File: src/rtl/rpm_pkg.sv
/*
 * Constants, register map and state type of the reset and power manager.
 * Assumes a classic Wishbone slave with 32-bit data, 50 MHz system clock.
 */
// Behaviour
// - Low supply resets the core by default; an option turns it into an interrupt.
// - Software bit enables low-supply detection; when off, low supply does nothing.
// - Internal low-supply condition follows the monitor while detection is enabled.
// - Power-up sets the power-up flag; it stays until software clears it.
// - Idle, power-down and total power-down are entered by software.
// - Idle halts the core; an enabled interrupt or any reset ends it.
// - Power-down stops the oscillator; reset or wake interrupt ends it; RAM kept.
// - In power-down, detector, watchdog, comparators and system timer stay powered.
// - In power-down the RC oscillator stops unless it clocks the system and timer runs.
// - Total power-down also turns off low-supply detection and both comparators.
// - Pin select one makes the shared pin an active-low reset, else plain input.
// - During power-up the shared pin is always a reset; only power-up overrides.
// - Reset sources: pin, power-on, low supply, watchdog, software, receiver break.
// - Each source owns a cause flag; software reads them, writing zero clears.
// - Power-on sets power-up and low-supply flags and clears all others.
// - Other resets set their own flag and keep earlier uncleared flags.
// - Enabled keypad interrupt wakes the core from idle or power-down.
// - Receiver break after 11 consecutive low bit periods may trigger reset.
package rpm_pkg;

	// ****************************************
	// Register offsets
	// ****************************************
	localparam logic [3:0] REG_CTRL  = 4'h0;
	localparam logic [3:0] REG_CAUSE = 4'h4;
	localparam logic [3:0] REG_MODE  = 4'h8;
	localparam logic [3:0] REG_STAT  = 4'hC;

	// ****************************************
	// Control fields
	// ****************************************
	localparam int CTRL_LS_EN    = 0;
	localparam int CTRL_LS_INT   = 1;
	localparam int CTRL_PIN_SEL  = 2;
	localparam int CTRL_BRK_EN   = 3;
	localparam int CTRL_SW_RST   = 4;
	localparam int CTRL_RC_SYS   = 5;
	localparam int CTRL_TMR_EN   = 6;
	localparam int CTRL_CMP_OFF  = 7;
	localparam logic [7:0] CTRL_RESET = 8'h01;

	// ****************************************
	// Cause flag positions
	// ****************************************
	localparam int CAUSE_PIN = 0;
	localparam int CAUSE_LS  = 1;
	localparam int CAUSE_PWR = 2;
	localparam int CAUSE_WDT = 3;
	localparam int CAUSE_SW  = 4;
	localparam int CAUSE_BRK = 5;
	localparam int CAUSE_W   = 6;
	localparam logic [5:0] CAUSE_POR_SET = 6'h06;

	// ****************************************
	// Mode requests and timing
	// ****************************************
	localparam logic [1:0] REQ_IDLE  = 2'h1;
	localparam logic [1:0] REQ_PD    = 2'h2;
	localparam logic [1:0] REQ_TPD   = 2'h3;
	localparam int CLK_HZ         = 50_000_000;
	localparam int STRETCH_NS     = 200;
	localparam int STRETCH_CYC    = (STRETCH_NS * (CLK_HZ / 1_000_000) + 999) / 1000;
	localparam int BRK_BITS       = 11;
	localparam int BAUD_DIV       = 16;
	localparam logic [7:0] BRK_SAMPLES = 8'(BRK_BITS * BAUD_DIV);

	typedef enum logic [1:0] {PM_RUN, PM_IDLE, PM_PD, PM_TPD} rpm_state_t;

endpackage : rpm_pkg

File: src/rtl/rpm_top.sv
/*
 * Reset and power manager: reset gathering, cause flags, low-supply
 * supervision, power modes and shared pin.
 * Assumes a classic Wishbone master, a power-on reset on SYS_RST_I and
 * asynchronous monitor and pin inputs.
 */
// Local design decisions: the address map and the Wishbone interface to the registers.
`timescale 1ns/1ps
`default_nettype none
module rpm_top
	import rpm_pkg::*;
(
	// Clock and reset
	input  wire logic        CLK_I,
	input  wire logic        SYS_RST_I,
	// Wishbone slave
	input  wire logic        CYC_I,
	input  wire logic        STB_I,
	input  wire logic        WE_I,
	input  wire logic [3:0]  ADR_I,
	input  wire logic [3:0]  SEL_I,
	input  wire logic [31:0] DAT_I,
	output logic [31:0]      DAT_O,
	output logic             ACK_O,
	// Analogue and pin inputs
	input  wire logic        SUPPLY_LOW_I,
	input  wire logic        RESET_PIN_I,
	input  wire logic        RX_I,
	// Other reset and wake sources
	input  wire logic        WDT_RST_I,
	input  wire logic        IRQ_PENDING_I,
	input  wire logic        KEYPAD_IRQ_I,
	input  wire logic        WAKE_IRQ_I,
	// Outputs
	output logic             CORE_RST_O,
	output logic             LOW_SUPPLY_IRQ_O,
	output logic             CPU_HALT_O,
	output logic             OSC_STOP_O,
	output logic             RC_OSC_STOP_O,
	output logic             LS_DET_ON_O,
	output logic             CMP_ON_O,
	output logic             TIMER_ON_O,
	output logic             WDT_ON_O,
	output logic             RAM_RETAIN_O,
	output logic             PIN_DATA_O
);
	// ****************************************
	// Input synchronisers
	// ****************************************
	logic [2:0] sync_a;
	logic [2:0] sync_b;
	always_ff @(posedge CLK_I or posedge SYS_RST_I) begin
		if (SYS_RST_I) begin
			sync_a <= 3'h7;
			sync_b <= 3'h7;
		end else begin
			sync_a <= {RX_I, RESET_PIN_I, ~SUPPLY_LOW_I};
			sync_b <= sync_a;
		end
	end
	logic rx_s;
	logic pin_s;
	logic low_s;
	assign rx_s  = sync_b[2];
	assign pin_s = sync_b[1];
	assign low_s = ~sync_b[0];

	// ****************************************
	// Registers and bus
	// ****************************************
	logic [7:0]     ctrl;
	logic [7:0]     next_ctrl;
	logic [5:0]     cause;
	logic [5:0]     next_cause;
	logic           powerup;
	logic           next_powerup;
	logic [7:0]     stretch;
	logic [7:0]     next_stretch;
	logic [5:0]     src_q;
	logic [5:0]     next_src_q;
	rpm_state_t     state;
	rpm_state_t     next_state;
	logic           ack;
	logic           next_ack;
	logic [31:0]    rdata;
	logic [31:0]    next_rdata;
	logic           ls_irq;
	logic           next_ls_irq;
	logic           brk;
	logic [5:0]     src;
	logic           ls_cond;
	logic           pin_as_reset;
	logic           any_src;
	logic           wr;
	logic           rd;
	logic           wr_ctrl;
	logic           wr_cause;
	logic           wr_mode;
	logic [5:0]     rise;

	// ****************************************
	// Decoding
	// ****************************************
	// One decode for every register write, so a strobe hits one register only
	function automatic logic reg_hit(
		input logic [3:0] adr,
		input logic [3:0] sel,
		input logic [3:0] target
	);
		return (adr == target) && sel[0];
	endfunction : reg_hit

	rpm_break_det u_brk (
		.CLK_I     (CLK_I),
		.SYS_RST_I (SYS_RST_I),
		.rx_i      (rx_s),
		.brk_o     (brk)
	);

	assign wr = CYC_I && STB_I && WE_I && !ack;
	assign rd = CYC_I && STB_I && !WE_I && !ack;
	assign wr_ctrl  = wr && reg_hit(ADR_I, SEL_I, REG_CTRL);
	assign wr_cause = wr && reg_hit(ADR_I, SEL_I, REG_CAUSE);
	assign wr_mode  = wr && reg_hit(ADR_I, SEL_I, REG_MODE);

	// Detection off in total power-down, whatever the enable says
	assign ls_cond = ctrl[CTRL_LS_EN] && (state != PM_TPD) && low_s;
	assign pin_as_reset = powerup || ctrl[CTRL_PIN_SEL];

	always_comb begin
		src = 6'h00;
		src[CAUSE_PIN] = pin_as_reset && !pin_s;
		src[CAUSE_LS]  = ls_cond && !ctrl[CTRL_LS_INT];
		src[CAUSE_PWR] = 1'b0;
		src[CAUSE_WDT] = WDT_RST_I;
		src[CAUSE_SW]  = wr_ctrl && DAT_I[CTRL_SW_RST];
		src[CAUSE_BRK] = brk && ctrl[CTRL_BRK_EN];
	end
	assign any_src = |src;

	always_comb begin
		next_ctrl    = ctrl;
		next_cause   = cause;
		next_powerup = powerup;
		next_ack     = CYC_I && STB_I && !ack;
		next_rdata   = rdata;
		next_src_q   = src;
		next_ls_irq  = ls_cond && ctrl[CTRL_LS_INT];
		if (wr_ctrl) begin
			next_ctrl = DAT_I[7:0];
			next_ctrl[CTRL_SW_RST] = 1'b0;
		end
		if (wr_cause) begin
			next_cause = cause & DAT_I[5:0];
			next_powerup = powerup;
		end
		// Set on the first cycle of each source; beats a clear write
		rise = src & ~src_q;
		// A pin held low through power-up belongs to the power-on reset
		if (powerup) begin
			rise[CAUSE_PIN] = 1'b0;
		end
		next_cause = next_cause | rise;
		if (rd) begin
			unique case (ADR_I)
				REG_CTRL:  next_rdata = {24'h000000, ctrl};
				REG_CAUSE: next_rdata = {26'h0000000, cause};
				REG_MODE:  next_rdata = {30'h00000000, state};
				REG_STAT:  next_rdata = {28'h0000000, powerup, pin_s, ls_irq, low_s};
				default:   next_rdata = 32'h00000000;
			endcase
		end
		// Power-up override of the pin ends once the pin is released and the reset stretch has run out
		if (powerup && pin_s && stretch == 8'h00) begin
			next_powerup = 1'b0;
		end
	end

	// ****************************************
	// Reset stretch
	// ****************************************
	always_comb begin
		next_stretch = stretch;
		if (any_src) begin
			next_stretch = 8'(STRETCH_CYC);
		end else if (stretch != 8'h00) begin
			next_stretch = stretch - 8'h01;
		end
	end

	// ****************************************
	// Power mode machine
	// ****************************************
	always_comb begin
		next_state = state;
		unique case (state)
			PM_RUN: begin
				if (wr_mode) begin
					unique case (DAT_I[1:0])
						REQ_IDLE: next_state = PM_IDLE;
						REQ_PD:   next_state = PM_PD;
						REQ_TPD:  next_state = PM_TPD;
						default:  next_state = PM_RUN;
					endcase
				end
			end
			PM_IDLE: begin
				if (IRQ_PENDING_I || KEYPAD_IRQ_I || ls_irq) begin
					next_state = PM_RUN;
				end
			end
			PM_PD, PM_TPD: begin
				if (WAKE_IRQ_I || KEYPAD_IRQ_I || (state == PM_PD && ls_irq)) begin
					next_state = PM_RUN;
				end
			end
		endcase
		if (any_src || stretch != 8'h00) begin
			next_state = PM_RUN;
		end
	end

	// ****************************************
	// Bus registers
	// ****************************************
	always_ff @(posedge CLK_I or posedge SYS_RST_I) begin
		if (SYS_RST_I) begin
			ack   <= 1'b0;
			rdata <= 32'h00000000;
		end else begin
			ack   <= next_ack;
			rdata <= next_rdata;
		end
	end

	// ****************************************
	// Control registers
	// ****************************************
	always_ff @(posedge CLK_I or posedge SYS_RST_I) begin
		if (SYS_RST_I) begin
			ctrl   <= CTRL_RESET;
			ls_irq <= 1'b0;
		end else begin
			ctrl   <= next_ctrl;
			ls_irq <= next_ls_irq;
		end
	end

	// ****************************************
	// Cause registers
	// ****************************************
	// Only power-on reaches these resets; core resets leave the flags alone
	always_ff @(posedge CLK_I or posedge SYS_RST_I) begin
		if (SYS_RST_I) begin
			cause   <= CAUSE_POR_SET;
			powerup <= 1'b1;
			src_q   <= 6'h00;
		end else begin
			cause   <= next_cause;
			powerup <= next_powerup;
			src_q   <= next_src_q;
		end
	end

	// ****************************************
	// Stretch and mode registers
	// ****************************************
	always_ff @(posedge CLK_I or posedge SYS_RST_I) begin
		if (SYS_RST_I) begin
			stretch <= 8'(STRETCH_CYC);
		end else begin
			stretch <= next_stretch;
		end
	end

	always_ff @(posedge CLK_I or posedge SYS_RST_I) begin
		if (SYS_RST_I) begin
			state <= PM_RUN;
		end else begin
			state <= next_state;
		end
	end

	// ****************************************
	// Outputs
	// ****************************************
	logic pd_any;
	assign pd_any = (state == PM_PD) || (state == PM_TPD);

	assign DAT_O            = rdata;
	assign ACK_O            = ack;
	assign CORE_RST_O       = any_src || (stretch != 8'h00);
	assign LOW_SUPPLY_IRQ_O = ls_irq;
	assign CPU_HALT_O       = state != PM_RUN;
	assign OSC_STOP_O       = pd_any;
	assign RC_OSC_STOP_O    = pd_any && !(ctrl[CTRL_RC_SYS] && ctrl[CTRL_TMR_EN]);
	assign LS_DET_ON_O      = ctrl[CTRL_LS_EN] && (state != PM_TPD);
	assign CMP_ON_O         = !ctrl[CTRL_CMP_OFF] && (state != PM_TPD);
	assign TIMER_ON_O       = ctrl[CTRL_TMR_EN];
	assign WDT_ON_O         = 1'b1;
	assign RAM_RETAIN_O     = 1'b1;
	// Pin reads as data only when not used as reset
	assign PIN_DATA_O       = pin_as_reset ? 1'b1 : pin_s;
endmodule : rpm_top
`default_nettype wire

File: src/rtl/rpm_break_det.sv
/*
 * Break detector on the receive line.
 * Assumes the line is already synchronised to CLK_I.
 */
`timescale 1ns/1ps
`default_nettype none
module rpm_break_det
	import rpm_pkg::*;
(
	// Clock and reset
	input  wire logic CLK_I,
	input  wire logic SYS_RST_I,
	// Line
	input  wire logic rx_i,
	output logic      brk_o
);
	logic [7:0] cnt;
	logic [7:0] next_cnt;

	always_comb begin
		next_cnt = cnt;
		if (rx_i) begin
			next_cnt = 8'h00;
		end else if (cnt != BRK_SAMPLES) begin
			next_cnt = cnt + 8'h01;
		end
	end

	always_ff @(posedge CLK_I or posedge SYS_RST_I) begin
		if (SYS_RST_I) begin
			cnt <= 8'h00;
		end else begin
			cnt <= next_cnt;
		end
	end

	// Fixed oversampling; line held low counts one bit period per BAUD_DIV clocks
	assign brk_o = (cnt == BRK_SAMPLES);
endmodule : rpm_break_det
`default_nettype wire

File: config.mk
export PLATFORM = sky130hd
export DESIGN_NAME = rpm_top
export DESIGN_NICKNAME = d
export VERILOG_FILES = /design/src/rtl/rpm_pkg.sv /design/src/rtl/rpm_top.sv /design/src/rtl/rpm_break_det.sv
export SDC_FILE = /design/constraint.sdc
export NUM_CORES = 1
export LEC_CHECK = 0
export ABC_AREA = 1
export BUFFER_PORTS_ARGS = -buffer_cell sky130_fd_sc_hd__buf_2
export CAP_MARGIN = 40
export CELL_PAD_IN_SITES_DETAIL_PLACEMENT = 1
export CELL_PAD_IN_SITES_GLOBAL_PLACEMENT = 1
export CORE_UTILIZATION = 36
export DETAILED_ROUTE_END_ITERATION = 12
export PLACE_DENSITY_LB_ADDON = 0.12
export SYNTH_ARGS = -nofsm -noshare
export SYNTH_HDL_FRONTEND = slang
export SYNTH_SLANG_ARGS = --single-unit
File: constraint.sdc
create_clock -name CLK_I -period 1.8 [get_ports CLK_I]
set_input_delay 0.36 -clock CLK_I [delete_from_list [all_inputs] [get_ports CLK_I]]
set_output_delay 0.36 -clock CLK_I [all_outputs]
set_load 0.01 [all_outputs]
==> results.ini <==
[outcome]
status = finished with violations
violations = negative setup slack

[synth]
synthFlopType = dfrtp_1
synth_edf_count = 0
synth_cell_types = 34
avgSynthCellArea_um2 = 8.40
yosysTopAreaCellShare_pct = 37.7
synth_top_area_cell = dfrtp_1
synthTopCellsByCount = 81 x nand2_1, 41 x dfrtp_1, 36 x inv_1
synthTopCellsByArea = dfrtp_1 38%, dfstp_2 12%, nand2_1 11%
yosysWarnings = 0
synth.most_common_cell = nand2_1
syn_inst = 324
ys_ff_latch = 53
async_reset_ff_share_pct = 100
yosysSeqAreaShare_pct = 49.3
synth.cell_area_um2 = 2720

[timing]
worst_slack_ps = -98.8
rsz0062_at_grt = yes
hold_slack_ps = 145
fin_skew_ps = 5.91
drv_slew = 0
fin_crit_sh_pct = 105
setup_viol = 1
min_period_ps = 1900
hold_viol_final = 0
fmax_ghz = 0.527

[route]
dr.pass1.iters = 4
drt-total-wl_um = 5690
vias = 2107
drc = 0
wl_per_cell_um = 11.8
drtAntennaViolNets = 0
viasPerCell = 4.37
drtIter0Drc = 89

[worst_setup_path]
worstSetupEndpointType = primary output
crit_fanout = 2
worstSetupPathType = reg -> out
arrival_ps = 1540
startpoint_type = flop
required_ps = 1440

[die]
rows = 31
core-area_um2 = 7290
die_area_um2 = 7910
start_util_pct = 37.3
io_pins = 96
die_w_um = 89.0
die_h_um = 89.0

[place]
routabilityCongestion = 0.786
io_buffers = 42
dpl.hpwl_um = 4490

[clocking]
tritoncts = yes
htreeDepth = 2
cts_buffer_depth = 2
clkSlewWorstSetupHoldPaths_ps = 90
cts_made_buffers = 5
cts_root_buf = clkbuf_8
clk_latency_ps = 310
cts.sinks = 53

[global_routing]
antenna_found_initial = 0
grt-busiest-layer = met2
grt_max_degree = 50
grt_usage_pct = 16.2
grtUsageMet2_pct = 28.8
grt_pass1_wl_um = 9650
grt_util_met3_pct = 3.14
globalRouteMet1Util_pct = 19.9
grt_overflow = 0
grt_pass1_vias = 2025

[flow_run]
cap_violations = 0

[power]
p_per_area_nw_per_um2 = 724
max-vdd-ir-drop_mv = 0.354
total_power_mw = 2.28
p_leak_nw = 1.67

[worst_hold_path]
hp-class = in -> reg

[cells_and_area]
n_antenna_cell = 0
drive_gt1_share_pct = 27.2
nNetsFinal = 437
area_growth_pct = 15.9
fillCellCount = 930

## layer usage
| layer | vias up | wire [µm] |
|---|---|---|
| li1 | 1079 | - |
| met5 | - | 0 |
| met1 | 985 | 2590 |
| met3 | 4 | 180 |
| met2 | 39 | 2860 |
| met4 | 0 | 61 |
## cells by family (layout without fill, tap and decap cells)
kind of cell               count (synthesis)  count (layout)  synth area share, %
DFF                                       53              53                 49.3
other                                      2              26                0.276
and+or+nand+nor                          154             154                 26.2
adders and majority gates                  3               3                 1.38
xor gates and xnor gates                   2               2                0.643
buffers and inverters                     70             105                 13.7
AOI/OAI and AO/OA                         37              37                 7.12
muxes                                      3               3                 1.38
## cell usage in the layout, fill, tap and decap left out, types with 2 or more instances in the layout
master / n
nor2_4: 4
clkbuf_8: 5
dfrtp_1: 40
dfstp_2: 12
o21ai_0: 15
clkinv_2: 2
buf_4: 12
buf_2: 41
o21ai_1: 3
nand3_2: 2
o31ai_1: 2
a21oi_1: 15
conb_1: 26
nor3_4: 2
nand2_1: 81
nor2_1: 31
inv_1: 34
nor2_2: 5
inv_2: 6
nand3_1: 16
nand4_1: 4
mux2_2: 2
nor3_1: 2
xnor2_1: 2
ha_1: 2
nand2_4: 2
## report_power, final
part,internal [mW],total (mW),switching [mW],leakage (nW)
clock network,0.269,0.659,0.390,0.0439
logic,0.122,0.319,0.198,0.963
registers,1.26,1.31,0.0425,0.661
## sequential cells by signal, indices dropped and copies added, names as in the netlist
| name | count |
|---|---|
| powerup | 1 |
| ACK_O | 1 |
| src_q | 5 |
| sync_b | 3 |
| sync_a | 3 |
| state | 2 |
| u_brk.cnt | 8 |
| LOW_SUPPLY_IRQ_O | 1 |
| cause | 6 |
| ctrl | 7 |
| DAT_O | 8 |
| stretch | 8 |
## final timing paths
check / start / to / slack [ps] / cells past startpoint
worst max-delay path: u_brk.cnt[0] / CORE_RST_O / -100 / 9
worst min-delay path: RESET_PIN_I / sync_a[1] / 150 / 1
worst max register to register: stretch[0] / state[0] / 240 / 9
worst min register to register: sync_a[2] / sync_b[2] / 360 / 0
max in group asynchronous: SYS_RST_I / stretch[3] / 810 / 4
min in group asynchronous: SYS_RST_I / stretch[2] / 460 / 3
## stage by stage
step | std cells | setup WS, ps | setup TNS [ps] | utilization (%) | instance area [µm²]
after floorplan | 348 | 174 | 0 | - | 2810
after global placement | 468 | 123 | 0 | 41.2 | 3000
after detailed placement | 468 | 75.7 | 0 | 41.2 | 3000
after CTS | 480 | -145 | -145 | 43.0 | 3130
after global routing | 482 | -209 | -209 | 43.3 | 3160
final | 482 | -98.8 | -98.8 | 43.3 | 3160
## timing repair
action	CTS	global route
hold endpoints to repair	3	0
buffers inserted	3	2
pin swaps	2	1
setup endpoints to repair	1	1
hold buffers	1	0
gates resized for setup	3	4
## critical path, cell delays in order (launching register included)
cell,delay [ps]
dfrtp_1,410
inv_1,70
ha_1,140
nand2_1,60
nor2_2,110
nand3_2,110
nand3_2,110
nor2_4,40
nand2_2,90
buf_6,100
## final cells by class
cell class,instances,area [µm²],area share (%)
Multi-Input combinational cell,225,1110,35.2
Tap cell,99,124,3.93
Timing Repair Buffer,56,337,10.7
Clock inverter,3,17.5,0.555
Sequential cell,53,1340,42.5
Clock buffer,5,68.8,2.18
Inverter,41,156,4.96
(Power assumes the default switching activity.)
